--- src/bemf_stall_defs.svh ---
// Constants and macros for the back-EMF stall detector
`ifndef BEMF_STALL_DEFS_SVH
`define BEMF_STALL_DEFS_SVH

`define CLK_PERIOD_NS 10
`define DLY_US_0 87
`define DLY_US_1 130
`define DLY_US_2 174
`define DLY_US_3 217
`define DLY_US_4 261
`define DLY_US_5 304
`define DLY_US_6 348
`define DLY_US_7 391
`define US_TO_CYC(us) ((us) * 1000 / `CLK_PERIOD_NS)
`define THR_DISABLED 4'h0
`define ABS_STEP_MV 500
`define DEL_STEP_MV 250
`define OFF_BYTE 8'h00

`endif

--- src/bemf_stall_pkg.sv ---
// Shared types for the back-EMF stall detector
package bemf_stall_pkg;
  typedef enum logic [1:0] {
    ST_IDLE,
    ST_WAIT_DELAY,
    ST_SAMPLE
  } sample_state_t;
  typedef enum logic [1:0] {
    PH_IDLE,
    PH_FIRST,
    PH_STAB,
    PH_SECOND
  } move_phase_t;
endpackage

--- src/bemf_sample_timer.sv ---
// Post-zero-crossing sample delay timer
`timescale 1ns/1ps
`include "bemf_stall_defs.svh"
module bemf_sample_timer
  import bemf_stall_pkg::*;
#(
  parameter int CNT_W = 16
) (
  input wire logic ref_clk_in, // Clock
  input wire logic rst_in, // Async reset
  input wire logic zero_cross_in, // Back-EMF zero crossing pulse
  input wire logic [2:0] sample_delay_sel_in, // Delay selector
  output logic sample_take_out // One-cycle sample strobe
);
  localparam logic [CNT_W-1:0] CYC [8] = '{
    CNT_W'(`US_TO_CYC(`DLY_US_0)), CNT_W'(`US_TO_CYC(`DLY_US_1)),
    CNT_W'(`US_TO_CYC(`DLY_US_2)), CNT_W'(`US_TO_CYC(`DLY_US_3)),
    CNT_W'(`US_TO_CYC(`DLY_US_4)), CNT_W'(`US_TO_CYC(`DLY_US_5)),
    CNT_W'(`US_TO_CYC(`DLY_US_6)), CNT_W'(`US_TO_CYC(`DLY_US_7))};
  if (`US_TO_CYC(`DLY_US_7) >= (1 << CNT_W)) begin : g_bad_cnt
    $error("CNT_W too small for delay");
  end

  sample_state_t state_r;
  logic [CNT_W-1:0] cnt_r;
  wire logic [CNT_W-1:0] target = CYC[sample_delay_sel_in];
  wire logic expired = (state_r == ST_WAIT_DELAY) && (cnt_r >= target - CNT_W'(1));

  // RQ14
  always_ff @(posedge ref_clk_in or posedge rst_in) begin
    if (rst_in) begin
      state_r <= ST_IDLE;
      cnt_r <= '0;
    end else begin
      case (state_r)
        ST_IDLE: begin
          cnt_r <= '0;
          if (zero_cross_in) state_r <= ST_WAIT_DELAY;
        end
        ST_WAIT_DELAY: begin
          // A new crossing restarts the wait
          if (zero_cross_in) cnt_r <= '0;
          else if (expired) state_r <= ST_SAMPLE;
          else cnt_r <= cnt_r + CNT_W'(1);
        end
        ST_SAMPLE: state_r <= ST_IDLE;
        default: state_r <= ST_IDLE;
      endcase
    end
  end
  assign sample_take_out = (state_r == ST_SAMPLE);
endmodule

--- src/bemf_stall_detector.sv ---
// Back-EMF stall detection, flags and position stop logic
// Operation
// RQ1 - Set absolute stall flag when averaged back-EMF falls below absolute threshold.
// RQ2 - Set delta-high flag when sample exceeds average plus delta threshold.
// RQ3 - Set delta-low flag when sample drops below average minus delta threshold.
// RQ4 - Combined stall flag is OR of delta-low, delta-high and absolute flags.
// RQ5 - Evaluate stall only at maximum velocity, never during ramps.
// RQ6 - Stall during a move causes immediate halt and sets stall and lost-step.
// RQ7 - Two-phase move: stall cancels phase one, phase two at minimum velocity after stabilisation.
// RQ8 - Stall halt copies internal step counter into actual position.
// RQ9 - Full status read returns then clears all five flags; positioning resumes.
// RQ10 - Short status read clears only the lost-step flag.
// RQ11 - Detection disabled when both RAM thresholds are zero.
// RQ12 - Master writes RAM or OTP thresholds; OTP copied to RAM at power-on reset.
// RQ13 - Index zero disables; levels are 0.5 V and 0.25 V per index step.
// RQ14 - Sample taken after selected delay following each zero crossing; a crossing during the wait restarts it, one in the sample cycle is dropped.
// RQ15 - Detection active after ramp plus selected extra full steps, 0 to 7.
// RQ16 - Configuration bit keeps detection enabled at 100 percent duty.
// RQ17 - Observation command enters qualification mode until power-on reset.
// RQ18 - Switch input reading blocked while qualification mode is active.
// RQ19 - All stall flags reported in both short and full status replies.
// RQ20 - Moving-average window length is a design parameter.
`timescale 1ns/1ps
`include "bemf_stall_defs.svh"
module bemf_stall_detector
  import bemf_stall_pkg::*;
#(
  parameter int AVG_LOG2 = 3, // Window is 2**AVG_LOG2 samples
  parameter int BEMF_W = 14, // Sample width, millivolts
  parameter int POS_W = 16,
  parameter int STAB_CYC = 1000 // Stabilisation timeout in cycles
) (
  input wire logic ref_clk_in, // Clock
  input wire logic rst_in, // Async reset, power-on
  input wire logic zero_cross_in, // Back-EMF zero crossing
  input wire logic [BEMF_W-1:0] bemf_mv_in, // Back-EMF sample in mV
  input wire logic [2:0] sample_delay_sel_in, // Sample delay selector
  input wire logic [2:0] stall_activation_step_delay_in, // Extra full steps
  input wire logic full_duty_stall_enable_in, // Keep detecting at 100% duty
  input wire logic duty_full_in, // Coil PWM at 100% duty
  input wire logic at_max_velocity_in, // Motor at maximum velocity
  input wire logic full_step_in, // One full step done pulse
  input wire logic moving_in, // Positioning move active
  input wire logic two_phase_positioning_in, // Move is two-phase
  input wire logic [POS_W-1:0] step_counter_in, // Internal step counter
  input wire logic [3:0] otp_absolute_threshold_in, // OTP absolute index
  input wire logic [3:0] otp_delta_threshold_in, // OTP delta index
  input wire logic stall_param_write_cmd_in, // Write RAM thresholds
  input wire logic otp_param_write_cmd_in, // Write OTP thresholds
  input wire logic [3:0] absolute_threshold_in, // Written absolute index
  input wire logic [3:0] delta_threshold_in, // Written delta index
  input wire logic full_status_read_cmd_in, // Full status read
  input wire logic short_status_read_cmd_in, // Short status read
  input wire logic bemf_observe_cmd_in, // Enter qualification mode
  input wire logic switch_input_pin_in, // Switch input level
  output logic [4:0] status_flags_out, // {lost,stall,abs,lo,hi}
  output logic halt_out, // Immediate halt pulse
  output logic start_second_phase_out, // Start phase two at Vmin
  output logic [POS_W-1:0] actual_position_out, // Actual position
  output logic [3:0] absolute_threshold_out, // RAM absolute index
  output logic [3:0] delta_threshold_out, // RAM delta index
  output logic otp_write_out, // OTP programming strobe
  output logic [3:0] otp_abs_data_out, // OTP absolute data
  output logic [3:0] otp_del_data_out, // OTP delta data
  output logic qualification_mode_out, // Switch pin as analog out
  output logic switch_state_out // Switch state, blocked in mode
);
  // Accumulator and window sizing only hold for these ranges
  if (AVG_LOG2 < 1 || AVG_LOG2 > 6) begin : g_bad_avg
    $error("AVG_LOG2 out of range");
  end
  if (STAB_CYC < 1) begin : g_bad_stab
    $error("STAB_CYC must be positive");
  end
  // Narrower samples would truncate the highest threshold levels
  if (BEMF_W < 13) begin : g_bad_bemf
    $error("BEMF_W too narrow for threshold levels");
  end
  localparam int ACC_W = BEMF_W + AVG_LOG2;

  // Threshold RAM; OTP image loaded after reset release
  logic [3:0] abs_thr_r;
  logic [3:0] del_thr_r;
  logic loaded_r;
  always_ff @(posedge ref_clk_in or posedge rst_in) begin
    if (rst_in) begin
      abs_thr_r <= `THR_DISABLED;
      del_thr_r <= `THR_DISABLED;
      loaded_r <= 1'b0;
    end else if (!loaded_r) begin
      abs_thr_r <= otp_absolute_threshold_in; // RQ12
      del_thr_r <= otp_delta_threshold_in; // RQ12
      loaded_r <= 1'b1;
    end else if (stall_param_write_cmd_in) begin
      abs_thr_r <= absolute_threshold_in; // RQ12
      del_thr_r <= delta_threshold_in;
    end
  end
  assign absolute_threshold_out = abs_thr_r;
  assign delta_threshold_out = del_thr_r;

  // OTP programming strobe, registered
  logic otp_wr_r;
  logic [3:0] otp_abs_r;
  logic [3:0] otp_del_r;
  always_ff @(posedge ref_clk_in or posedge rst_in) begin
    if (rst_in) begin
      otp_wr_r <= 1'b0;
      otp_abs_r <= `THR_DISABLED;
      otp_del_r <= `THR_DISABLED;
    end else begin
      otp_wr_r <= otp_param_write_cmd_in; // RQ12
      if (otp_param_write_cmd_in) begin
        otp_abs_r <= absolute_threshold_in;
        otp_del_r <= delta_threshold_in;
      end
    end
  end
  assign otp_write_out = otp_wr_r;
  assign otp_abs_data_out = otp_abs_r;
  assign otp_del_data_out = otp_del_r;

  // Threshold levels in mV
  wire logic [BEMF_W-1:0] abs_lvl = BEMF_W'(abs_thr_r * `ABS_STEP_MV); // RQ13
  wire logic [BEMF_W-1:0] del_lvl = BEMF_W'(del_thr_r * `DEL_STEP_MV); // RQ13
  wire logic abs_on = (abs_thr_r != `THR_DISABLED); // RQ13
  wire logic del_on = (del_thr_r != `THR_DISABLED);
  wire logic detect_en = abs_on || del_on; // RQ11

  // Sample strobe
  logic sample_take;
  bemf_sample_timer u_timer (
    .ref_clk_in(ref_clk_in),
    .rst_in(rst_in),
    .zero_cross_in(zero_cross_in),
    .sample_delay_sel_in(sample_delay_sel_in),
    .sample_take_out(sample_take)
  );

  // Activation delay in full steps after reaching max velocity
  logic [2:0] steps_r;
  logic armed_r;
  always_ff @(posedge ref_clk_in or posedge rst_in) begin
    if (rst_in) begin
      steps_r <= 3'h0;
      armed_r <= 1'b0;
    end else if (!at_max_velocity_in || !moving_in) begin
      steps_r <= 3'h0; // RQ5
      armed_r <= 1'b0;
    end else if (!armed_r) begin
      if (steps_r >= stall_activation_step_delay_in) armed_r <= 1'b1; // RQ15
      else if (full_step_in) steps_r <= steps_r + 3'h1;
    end
  end

  // Moving average over a sliding window; a stale window at start is avoided
  // by restarting the fill each time the motor leaves maximum velocity
  localparam int N = 1 << AVG_LOG2;
  logic [BEMF_W-1:0] win_r [N];
  logic [ACC_W-1:0] sum_r;
  logic [AVG_LOG2:0] fill_r;
  wire logic win_full = fill_r[AVG_LOG2];
  wire logic [BEMF_W-1:0] avg = BEMF_W'(sum_r >> AVG_LOG2); // RQ20
  always_ff @(posedge ref_clk_in or posedge rst_in) begin
    if (rst_in) begin
      sum_r <= '0;
      fill_r <= '0;
    end else if (!at_max_velocity_in) begin
      sum_r <= '0;
      fill_r <= '0;
    end else if (sample_take) begin
      sum_r <= sum_r + ACC_W'(bemf_mv_in) - ACC_W'(win_full ? win_r[N-1] : '0); // RQ20
      if (!win_full) fill_r <= fill_r + 1'b1;
    end
  end
  genvar gi;
  generate
    for (gi = 0; gi < N; gi++) begin : g_win
      always_ff @(posedge ref_clk_in or posedge rst_in) begin
        if (rst_in) win_r[gi] <= '0;
        else if (sample_take) win_r[gi] <= (gi == 0) ? bemf_mv_in : win_r[(gi == 0) ? 0 : gi - 1];
      end
    end
  endgenerate

  // Evaluation qualifiers
  wire logic duty_ok = !duty_full_in || full_duty_stall_enable_in; // RQ16
  wire logic eval = sample_take && armed_r && at_max_velocity_in && detect_en && duty_ok && win_full; // RQ5
  wire logic [BEMF_W:0] hi_lim = {1'b0, avg} + {1'b0, del_lvl};
  wire logic hit_abs = eval && abs_on && (avg < abs_lvl); // RQ1
  wire logic hit_hi = eval && del_on && ({1'b0, bemf_mv_in} > hi_lim); // RQ2
  wire logic hit_lo = eval && del_on && (avg > del_lvl) && (bemf_mv_in < avg - del_lvl); // RQ3
  wire logic hit_any = hit_abs || hit_hi || hit_lo;

  // Sticky flags; a new event wins over a clear in the same cycle
  logic abs_r, hi_r, lo_r, stall_r, lost_r;
  wire logic clr_full = full_status_read_cmd_in; // RQ9
  wire logic clr_lost = full_status_read_cmd_in || short_status_read_cmd_in; // RQ10
  always_ff @(posedge ref_clk_in or posedge rst_in) begin
    if (rst_in) begin
      abs_r <= 1'b0;
      hi_r <= 1'b0;
      lo_r <= 1'b0;
      stall_r <= 1'b0;
      lost_r <= 1'b0;
    end else begin
      abs_r <= hit_abs || (abs_r && !clr_full); // RQ1
      hi_r <= hit_hi || (hi_r && !clr_full); // RQ2
      lo_r <= hit_lo || (lo_r && !clr_full); // RQ3
      stall_r <= hit_any || (stall_r && !clr_full); // RQ4
      lost_r <= (hit_any && moving_in) || (lost_r && !clr_lost); // RQ6
    end
  end
  // Flags as they stand before the read takes effect
  assign status_flags_out = {lost_r, stall_r, abs_r, lo_r, hi_r}; // RQ19

  // Halt, position capture and two-phase sequencing
  wire logic stall_stop = hit_any && moving_in;
  move_phase_t phase_r;
  logic [$clog2(STAB_CYC+1)-1:0] stab_r;
  logic halt_r, second_r;
  logic [POS_W-1:0] pos_r;
  always_ff @(posedge ref_clk_in or posedge rst_in) begin
    if (rst_in) begin
      phase_r <= PH_IDLE;
      stab_r <= '0;
      halt_r <= 1'b0;
      second_r <= 1'b0;
      pos_r <= '0;
    end else begin
      halt_r <= stall_stop; // RQ6
      second_r <= 1'b0;
      // Position only follows the counter while no stall is pending
      if (stall_stop) pos_r <= step_counter_in; // RQ8
      else if (!stall_r && moving_in) pos_r <= step_counter_in; // RQ9
      case (phase_r)
        PH_IDLE: if (moving_in && two_phase_positioning_in) phase_r <= PH_FIRST;
        PH_FIRST: begin
          if (stall_stop) begin
            phase_r <= PH_STAB; // RQ7
            stab_r <= '0;
          end else if (!moving_in) phase_r <= PH_IDLE;
        end
        PH_STAB: begin
          if (stab_r == $bits(stab_r)'(STAB_CYC - 1)) begin
            phase_r <= PH_SECOND;
            second_r <= 1'b1; // RQ7
          end else stab_r <= stab_r + 1'b1;
        end
        PH_SECOND: phase_r <= PH_IDLE;
        default: phase_r <= PH_IDLE;
      endcase
    end
  end
  assign halt_out = halt_r;
  assign start_second_phase_out = second_r;
  assign actual_position_out = pos_r;

  // Qualification mode, left only by reset
  logic qual_r;
  logic sw_r;
  always_ff @(posedge ref_clk_in or posedge rst_in) begin
    if (rst_in) begin
      qual_r <= 1'b0;
      sw_r <= 1'b0;
    end else begin
      if (bemf_observe_cmd_in) qual_r <= 1'b1; // RQ17
      if (!qual_r && !bemf_observe_cmd_in) sw_r <= switch_input_pin_in; // RQ18
    end
  end
  assign qualification_mode_out = qual_r;
  assign switch_state_out = sw_r;
endmodule

--- config.mk ---
export PLATFORM = sky130hd
export DESIGN_NAME = bemf_stall_detector
export DESIGN_NICKNAME = d
export VERILOG_FILES = /design/src/bemf_stall_pkg.sv /design/src/bemf_sample_timer.sv /design/src/bemf_stall_detector.sv
export VERILOG_INCLUDE_DIRS = /design/src
export SDC_FILE = /design/constraint.sdc
export NUM_CORES = 1
export LEC_CHECK = 0
export BUFFER_PORTS_ARGS = -buffer_cell sky130_fd_sc_hd__buf_4
export CORE_MARGIN = 5
export CORE_UTILIZATION = 66
export CTS_CLUSTER_DIAMETER = 60
export CTS_CLUSTER_SIZE = 14
export DETAILED_ROUTE_END_ITERATION = 16
export PLACE_DENSITY = 0.88
export SLEW_MARGIN = 20
export SYNTH_ARGS = -nofsm -noshare
export SYNTH_HDL_FRONTEND = slang
export SYNTH_SLANG_ARGS = --single-unit
--- constraint.sdc ---
create_clock -name ref_clk_in -period 17.8 [get_ports ref_clk_in]
set_clock_uncertainty 0.1 [all_clocks]
set_input_delay 5.34 -clock ref_clk_in [delete_from_list [all_inputs] [get_ports ref_clk_in]]
set_output_delay 5.34 -clock ref_clk_in [all_outputs]
set_load 0.02 [all_outputs]
Word-level counts from Yosys, hierarchy flattened
Memories as Yosys holds them, arrays and structs flattened.
Cells that the tools add are included.
{"block": "totals", "mem_count": 1, "inputBits": 67, "reg_bits": 210, "romBits": 128, "output_inout_bits": 42, "elab_cells": 165}
{"memory": "(name not given)", "words": 8, "width": 16, "rd": 1, "rd_clocked_by_memory_dff": 0, "wr": 0, "line": "bemf_sample_timer.sv:26", "source": "wire logic [CNT_W-1:0] target = CYC[sample_delay_sel_in];"}
{"block": "op_classes", "n_addsub": 9, "bitwise": 1, "multipliers": 2, "n_mux": 38, "magnitude_cmp": 7, "reduce_logical": 54, "eq_ne": 20}
{"cell": "$mux W16", "count": 6}
{"cell": "$mux W17", "count": 2}
{"cell": "$pmux W16 S2", "count": 1}
{"cell": "$mux W4", "count": 7}
{"cell": "$mul A4 B7 Y11 const B", "count": 2}
{"cell": "$logic_and A1 B1 Y1", "count": 21}
{"cell": "$mux W10", "count": 2}
{"cell": "$pmux W10 S2", "count": 1}
{"cell": "$ne A2 B2 Y1 const B", "count": 9}
{"cell": "$add A17 B14 Y17", "count": 1}
{"cell": "$sub A17 B14 Y17", "count": 1}
{"cell": "$add A16 B1 Y16 const B", "count": 1}
{"cell": "$ge A16 B16 Y1", "count": 1}
{"cell": "$sub A16 B1 Y16 const B", "count": 1}
{"cell": "$add A14 B12 Y15", "count": 1}
{"cell": "$gt A14 B15 Y1", "count": 1}
{"cell": "$gt A14 B12 Y1", "count": 1}
{"cell": "$lt A14 B13 Y1", "count": 1}
{"cell": "$lt A14 B14 Y1", "count": 1}
{"cell": "$mux W14", "count": 1}
{"cell": "$mux W2", "count": 7}
{"cell": "$sub A14 B12 Y14", "count": 1}
{"cell": "$mux W3", "count": 4}
{"cell": "$reduce_and A3 Y1", "count": 4}
{"cell": "other kinds (20)", "count": 53}

Logic depth before layout (Yosys ltp)
Gate-level depths: netlist of the first run.
{"block": "depth", "word_depth": 13, "mapped_depth": 29, "ltp_nobuf": 27}

Hierarchy
A second synthesis of the first run with hierarchy kept.
{"block": "unflattened", "hier_cells": 1242, "area_unflattened_um2": 13441.6}
{"module": "bemf_stall_detector", "cells_per_inst": 1066, "n_inst": 1, "seq_area_each_um2": 4804.6, "area_each_um2": 11918.9}
{"module": "bemf_sample_timer", "cells_per_inst": 176, "n_inst": 1, "seq_area_each_um2": 450.4, "area_each_um2": 1522.7}

Worst setup path before layout of the first run
No wires, ideal clock.
{"block": "synth_path", "kind": "input to register", "start": "input sample_delay_sel_in[0]", "end": "register u_timer.cnt_r[14]", "arrival_ns": 8.177, "setup_time_ns": 0.110, "setup_slack_ns": 9.413, "required_ns": 17.590, "cell_stages": 14, "path_buffers": 2, "cell_sequence": "inv_1 > ha_1 > clkbuf_1 > ha_1 > ha_1 > xnor2_1 > ha_1 > or4_1 > a21oi_1 > o21ai_0 > a31o_2 > or2_2 > clkbuf_1 > o41ai_1"}
{"block": "synth_between", "elab_chain_len": 9}
{"item": "start: declaration", "line": "bemf_stall_detector.sv:37", "source": "input wire logic [2:0] sample_delay_sel_in,"}
{"item": "$not A3 Y4 (implied by the code)", "line": "bemf_sample_timer.sv:26"}
{"item": "$mem_v2 Z8 W16"}
{"item": "$mux W16 (implied by the code) (2 in a row)", "line": "bemf_sample_timer.sv:26"}
{"item": "$sub A16 B1 Y16", "line": "bemf_sample_timer.sv:27", "source": "wire logic expired = (state_r == ST_WAIT_DELAY) && (cnt_r >= target - CNT_W'(1));"}
{"item": "$ge A16 B16 Y1", "line": "bemf_sample_timer.sv:27"}
{"item": "$logic_and A1 B1 Y1", "line": "bemf_sample_timer.sv:27"}
{"item": "$ne A3 B3 Y1 (no line)"}
{"item": "$reduce_and A2 Y1 (no line)"}
{"item": "end signal: assignment", "line": "bemf_sample_timer.sv:44", "source": "else cnt_r <= cnt_r + CNT_W'(1);"}
{"item": "end: declaration", "line": "bemf_sample_timer.sv:25", "source": "logic [CNT_W-1:0] cnt_r;"}
No other way between the ends. The select of a mux whose other input is x is not followed.
A chain may end at the register's enable or synchronous reset.

Final worst setup path of the first run
{"block": "layout_path", "start": "input sample_delay_sel_in[0]", "end": "register u_timer.cnt_r[13]"}
Same word-level chain as after synthesis.

==> results of run 1 <==
==> cells in the mapped netlist, drive strengths merged (26+ instances only) <==
master / number / share of area
nand2: 372 / 0.11
dfrtp: 210 / 0.40
ha: 138 / 0.13
inv: 133 / 0.038
o21ai: 86 / 0.033
nor2: 55 / 0.016
a21oi: 51 / 0.019
xnor2: 42 / 0.028
clkbuf: 41 / 0.012
fa: 30 / 0.045
and2: 29 / 0.014
mux2: 26 / 0.025
==> flip-flops by register name, indices dropped and copies added, names as in the netlist, 3 cells and up, named ones only <==
name	cells
win_r	112
u_timer.cnt_r	16
delta_threshold_out	4
actual_position_out	16
absolute_threshold_out	4
sum_r	17
steps_r	3
fill_r	4
otp_abs_data_out	4
otp_del_data_out	4
stab_r	10
==> cells by family (layout without fill, tap and decap cells) <==
kind of cell | after synthesis | in the layout | share of synthesized area
compound gates | 243 | 243 | 0.116
fa+ha+maj | 168 | 168 | 0.175
buf+inv | 193 | 272 | 0.0584
other cells | 2 | 2 | 0.000565
flops | 210 | 210 | 0.395
xor+xnor | 55 | 55 | 0.0362
simple gates | 568 | 568 | 0.186
mux | 36 | 36 | 0.0324
==> worst max-delay path by stage <==
stage | depth (start not counted) | end | slack, ns | startpoint
global route | 15 | u_timer.cnt_r[13] | 9.32 | sample_delay_sel_in[0]
CTS | 15 | u_timer.cnt_r[13] | 9.49 | sample_delay_sel_in[0]
floorplan | 1 | asynchronous set/reset pin | 6.62 | rst_in
global placement | 15 | u_timer.cnt_r[5] | 9.12 | sample_delay_sel_in[0]
detailed placement | 15 | u_timer.cnt_r[5] | 8.99 | sample_delay_sel_in[0]
finish | 14 | u_timer.cnt_r[13] | 9.49 | sample_delay_sel_in[0]
==> cells in the final DEF (no fill, tap or decap), drive strengths merged, types with 3 or more instances in the layout <==
master,count
dfrtp,210
o21bai,11
a211oi,5
o22ai,3
a31oi,14
o41ai,3
buf,111
nor2,55
inv,136
ha,138
a211o,5
and2,29
nor4,4
o31ai,10
or2,4
nand4,11
nor3,12
a21o,25
a41oi,3
nor4b,3
nand3,22
mux2,26
a21oi,51
o21a,3
a21boi,8
mux2i,10
xnor2,42
and4,3
nand2b,13
xor2,13
nor2b,14
and3,13
clkbuf,22
fa,30
nand2,372
o21ai,86
or3,7
==> layer usage <==
metal / up-vias / GRT usage / part of all wire
met2: 323 / 0.406 / 0.47
li1: 5008 / - / -
met1: 4988 / 0.350 / 0.43
met3: 70 / 0.0364 / 0.063
met5: - / 0 / 0
met4: 0 / 0.0741 / 0.028
==> report_power, final <==
part / switching, mW / internal (mW)
registers: 0.0102 / 0.486
logic: 0.240 / 0.179
clock network: 0.182 / 0.233
total: 0.431 / 0.898
==> cell type report <==
| type | count | area (um^2) |
|---|---|---|
| Fill cell | 1419 | 5210 |
| Inverter | 133 | 507 |
| Multi-Input combinational cell | 1072 | 7270 |
| Clock inverter | 6 | 75.1 |
| Sequential cell | 210 | 5260 |
| Clock buffer | 22 | 539 |
| Timing Repair Buffer | 111 | 837 |
| Tap cell | 270 | 338 |
==> tightest hold or removal path, stage by stage (launching register included) <==
cell and delay (ns):
dfrtp_1 0.35, nand2_1 0.05, nand2_1 0.04
==> stage by stage <==
stage                     hold slack (ns)  std cells  area [um^2]
after floorplan                     0.337       1475        13300
after global placement              0.345       1796        14200
after detailed placement            0.351       1796        14200
after CTS                           0.366       1824        14800
after global routing                0.386       1824        14800
final                               0.364       1824        14800
==> results.md, run 1 <==
- Hold path startpoint: win_r[51]
- Worst hold stages: 2
- Worst EP arrival: 8.61 ns
- Hold Path Class: reg -> reg
- FF-to-FF End: actual_position_out[15]
- Post-synth cell types: 65
- Ports: 109
- Initial antenna violation count: 0
- P&R area growth vs syn: 11.6%
- Final hold vios: 0
- DR vias/cell: 5.70
- Max-cap violations: 0
- Core area: 0.0200 mm^2
- Routed Antenna Nets: 0
- Async SR Flop Fraction: 1.00
- P_leak: 7.96 nW
- Critical Path RT: 18.09 ns
- Num rows: 52
- Synth Net Count: 1710
- #FFs+latches synth: 210
- Max_slew headroom: 0.283
- Power Density: 89.7 mW/mm^2
- Startpoint Class: primary input
- CTS tree: done
- CP peak stage delay: 0.46 ns
- CTS resizes: 0
- Critical-path maximum fanout: 17
- Die area: 0.0231 mm^2
- Post-DP HPWL: 20600 um
- CTS root buf: clkbuf_16
- Die X: 152 um
- Initial DRC count: 838
- Flop2flop setup slack: 10.72 ns
- CTS H-Tree Depth: 1
- Gpl congestion: 0.905
- Setup TNS: 0 ns
- Sequential area share after synthesis: 0.395
- Most frequent CP cell: ha_1
- Hold EP: win_r[37]
- Setup CP Type: in -> reg
- Clock net sink count: 210
- FMAX: 120 MHz
- CTS hold repair buffers: 0
- Worst path buffer plus inverter count: 1
- Wirelength per Cell: 15.8 um
- Worst slack, placed: 8.99 ns
- GRT Total Usage: 0.249
- Global-route wire length before repair: 49300 um
- Number of synthesized flops with an enable pin: 0
- Power Total: 1.33 mW
- N_diodes: 0
- Reg-to-Reg Start: delta_threshold_out[2]
- Post-Route WL: 28900 um
- Fin crit period: 8.31 ns
- Synth Flop Type: dfrtp_1
- First drt pass iteration count: 5
- Status: complete, no violations
- Post-CTS Setup Bufs: 0
- Num CTS Buffers: 21
- Initial Util: 0.663
- Delay-heaviest family, CP: simple AND/OR/NAND/NOR gates
- Worst Tran Pin Value: 1.08 ns
- Final worst-path cycle share: 0.467
- Final nets: 1784
- Largest net degree at the start of global routing: 131
- Clock latency on the worst-skew pair: 0.49 ns
- Vias in the first global route: 10400
- Mean post-synth cell area: 9.01 um^2
- Slowest stage cell, crit path: or4_1
- Clock Pin Slew Worst Setup and Hold Paths: 0.06 ns
- RSZ-0062 raised after global routing: no
- Die H: 152 um
- GRT Residual Overflow: 0
- Longest Clk Path Bufs: 3
- Cells after Synth: 1475
- Slew Viols, Final: 0
- # DRC: 0
- Cell Area, Synth: 0.0133 mm^2
- Worst reg2reg path depth: 26
- Worst vdd ir: 69.7 uV
- # setup viols final: 0
- Crit path capture type: flop
- Final worst slack: 9.49 ns
- Total vias in the final route: 10400
- Final core occ: 0.740
- Ordered list of cells on the worst path: buf_4 > ha_1 > xor2_1 > ha_1 > ha_1 > xnor2_1 > ha_1 > or4_1 > a21oi_1 > o21ai_0 > a31o_2 > or2_2 > nand2b_1 > o31ai_1
- IO buf count: 108
- Ratio of cells with drive above 1 in the final layout: 0.115
- Synthesis warning total: 0
(Power assumes the default switching activity.)
==> run 2, diff against run 1 <==
--- a/config.mk
+++ b/config.mk
@@ -6,13 +6,14 @@
 export SDC_FILE = /design/constraint.sdc
 export NUM_CORES = 1
 export LEC_CHECK = 0
+export ABC_AREA = 1
 export BUFFER_PORTS_ARGS = -buffer_cell sky130_fd_sc_hd__buf_4
 export CORE_MARGIN = 5
-export CORE_UTILIZATION = 66
+export CORE_UTILIZATION = 55
 export CTS_CLUSTER_DIAMETER = 60
 export CTS_CLUSTER_SIZE = 14
 export DETAILED_ROUTE_END_ITERATION = 16
-export PLACE_DENSITY = 0.88
+export PLACE_DENSITY = 0.78
 export SLEW_MARGIN = 20
 export SYNTH_ARGS = -nofsm -noshare
 export SYNTH_HDL_FRONTEND = slang
==> constraint.sdc (replaced) <==
create_clock -name ref_clk_in -period 6.7 [get_ports ref_clk_in]
set_clock_uncertainty 0.1 [all_clocks]
set_input_delay 2.01 -clock ref_clk_in [delete_from_list [all_inputs] [get_ports ref_clk_in]]
set_output_delay 2.01 -clock ref_clk_in [all_outputs]
set_load 0.02 [all_outputs]
==> results.md, run 2 <==
- Status: complete, no violations
- Global-route wire length before repair: 52700 um (+6.7%)
- Most common cell after layout, fill and taps aside: nand2_1
- CTS tree: done
- Async SR Flop Fraction: 1.00 (unchanged)
- Initial Util: 0.558 (-0.106)
- # DRC: 0 (unchanged)
- Synthesis warning total: 0 (unchanged)
- DR vias/cell: 5.23 (-8.2%)
- Initial antenna violation count: 0 (unchanged)
- Crit path capture type: flop
- Routed Antenna Nets: 0 (unchanged)
- Non-Filler Instances: 2145 (+18%)
- RSZ-0062 raised after global routing: no
- Final nets: 2047 (+15%)
- N_diodes: 0 (unchanged)
- Psw: 1.16 mW (+170%)
- FMAX: 170 MHz
- Fin crit period: 5.89 ns
- #FFs+latches synth: 210 (unchanged)
- Slew Viols, Final: 0 (unchanged)
- Most frequent CP cell: nand2_1
- Count leader, synth: nand2_1
- Num CTS Buffers: 22 (+4.8%)
- Comb pwr share: 0.290 (-0.025)
- Internal power: 2.31 mW (+160%)
- Total vias in the final route: 11200 (+7.9%)
- Post-synth cell types: 48 (-26%)
- Post-DP HPWL: 22900 um (+11%)
- Largest net degree at the start of global routing: 166 (+27%)
- Clock Pin Slew Worst Setup and Hold Paths: 0.07 ns (about the same)
- Sw frac: 0.335 (+0.0102)
- CTS resizes: 0 (unchanged)
- Cell Area, Synth: 0.0136 mm^2 (+2.0%)
- Synth Net Count: 1963 (+15%)
- Mean post-synth cell area: 7.85 um^2 (-13%)
- Ratio of cells with drive above 1 in the final layout: 0.0917 (-0.0235)
- Worst Tran Pin Value: 0.941 ns (-0.135 ns)
- Top cell type's share of synthesized area: 0.388 (-0.00788)
- Hold Path Class: reg -> reg
- Sequential area share after synthesis: 0.388 (-0.00788)
- Startpoint Class: flop
- Fin area: 0.0153 mm^2 (+2.9%)
- # setup viols final: 0 (unchanged)
- Area occupied by multi-input gates: 0.00721 mm^2 (-0.93%)
- Final hold vios: 0 (unchanged)
- Most frequent cells in the layout: 586 x nand2_1, 220 x inv_1, 210 x dfrtp_1, 138 x ha_1, 112 x buf_4
- Post-Route WL: 30600 um (+5.8%)
- Reg area: 0.00526 mm^2 (unchanged)
- Cells after Synth: 1728 (+17%)
- GRT Total Usage: 0.221 (-0.0286)
- FILL cells: 2160 (+52%)
- Die X: 167 um (+10%)
- Post-CTS Setup Bufs: 0 (unchanged)
- Clock latency on the worst-skew pair: 0.51 ns (+0.02 ns)
- Placed insts: 2112 (+18%)
- CTS root buf: clkbuf_16
- Worst slack, placed: 0.795 ns (-8.19 ns)
- Worst EP arrival: 6.20 ns (-2.41 ns)
- Power Density: 228 mW/mm^2 (+150%)
- Clock net sink count: 210 (unchanged)
- First drt pass iteration count: 6 (+1)
- P_leak: 8.52 nW (+7.0%)
- Area after DPL: 0.0146 mm^2 (+2.7%)
- GRT Residual Overflow: 0 (unchanged)
- Post-synth top cells: 586 x nand2_1, 221 x inv_1, 210 x dfrtp_1
- Max-cap violations: 0 (unchanged)
- Core area: 0.0243 mm^2 (+21%)
- Die H: 167 um (+10%)
- Number of synthesized flops with an enable pin: 0 (unchanged)
- Initial DRC count: 863 (+3.0%)
- CTS hold repair buffers: 0 (unchanged)
- Worst vdd ir: 195 uV (+180%)
- Final worst-path cycle share: 0.880
- Max_slew headroom: 0.373 (+0.0898)
- Ports: 109 (unchanged)
- Wirelength per Cell: 14.3 um (-10%)
- Area contributors post-synth: dfrtp_1 39%, nand2_1 16%, ha_1 13%
- CP peak stage delay: 0.63 ns (+0.17 ns)
- Setup TNS: 0 ns (unchanged)
- IO buf count: 108 (unchanged)
- Setup CP Type: reg -> reg
- Clk pwr share: 0.332 (+0.020)
- Num rows: 57 (+9.6%)
- Regs by FF count: win_r x112, sum_r x17
- Largest area contributor in the synthesized netlist: dfrtp_1
- Longest Clk Path Bufs: 3 (unchanged)
- Final core occ: 0.627 (-0.113)
- Synth Flop Type: dfrtp_1
- Register name with the most flops: win_r
- Critical Path RT: 7.01 ns (-11.08 ns)
- P&R area growth vs syn: 12.5%
- Critical-path maximum fanout: 12 (-5)
- Slowest stage cell, crit path: fa_1
- Die area: 0.0279 mm^2 (+21%)
- Final worst slack: 0.807 ns (-8.68 ns)
- Gpl congestion: 0.937 (+3.5%)
- CTS H-Tree Depth: 1 (unchanged)
- Max reg flops: 112 (unchanged)
- Sequential power share: 0.378 (+0.005)
- Vias in the first global route: 11100 (+7.5%)
-- run 2: cell count changes after synthesis, moves of 23 or more --
| cell | change |
|---|---|
| nor2_1 | +33 |
| nand2_1 | +214 |
| nand3_1 | +77 |
| xnor2_1 | -26 |
| a21oi_1 | +23 |
| and2_1 | -29 |
| inv_1 | +88 |
-- run 2: area by class of cell --
cell class,instances,share of cell area
Clock buffer,26,0.0384
Clock inverter,7,0.00558
Inverter,227,0.0562
Multi-Input combinational cell,1238,0.472
Sequential cell,210,0.344
Tap cell,324,0.0266
Timing Repair Buffer,113,0.0564
-- run 2: per-stage QoR --
step	power, mW	hold slack, ns
final	3.47	0.369
after global routing	3.71	0.374
after CTS	3.51	0.370
after detailed placement	2.34	0.358
after global placement	2.31	0.353
after floorplan	2.08	0.342
-- run 2: path summary, 6_finish.rpt --
kind	cells past startpoint	to	start	slack (ns)
max reg2reg	35	stab_r[7]	delta_threshold_out[1]	0.81
min reg2reg	2	win_r[46]	win_r[46]	0.37
min	2	win_r[46]	win_r[46]	0.37
min in group asynchronous	3	win_r[54]	rst_in	1.59
max	35	stab_r[7]	delta_threshold_out[1]	0.81
max in group asynchronous	4	phase_r[0]	rst_in	3.81
-- run 2: critical path, delay by kind of cell (launching register included) --
kind / cells / cell delay (ns)
compound gates: 4 / 0.53
xor+xnor: 2 / 0.31
fa+ha+maj: 5 / 2.22
buf+inv: 4 / 0.28
flops: 1 / 0.48
simple gates: 20 / 1.86
-- run 2: logic make-up (layout without fill, tap and decap cells) --
kind of cell | Yosys count | in the layout | synth area share
xor gates and xnor gates | 41 | 41 | 0.0265
DFF | 210 | 210 | 0.388
muxes | 3 | 3 | 0.00249
buffers and inverters | 280 | 373 | 0.0810
adders and majority gates | 168 | 168 | 0.172
and+or+nand+nor | 822 | 822 | 0.247
other | 2 | 2 | 0.000554
AOI/OAI and AO/OA | 202 | 202 | 0.0833
-- run 2: routing by layer --
metal	GRT usage	wire length, um
met2	0.364	14600
met3	0.0315	1370
met4	0.0687	991
met5	0	0
met1	0.303	13600
-- run 2: power by group through the flow --
stage	sequential, mW	combinational, mW	clock, mW
after floorplan	1.36	0.723	0
after global placement	1.34	0.977	0
after detailed placement	1.34	1.00	0
after CTS	1.31	1.01	1.19
after global routing	1.32	1.16	1.24
final	1.31	1.01	1.15
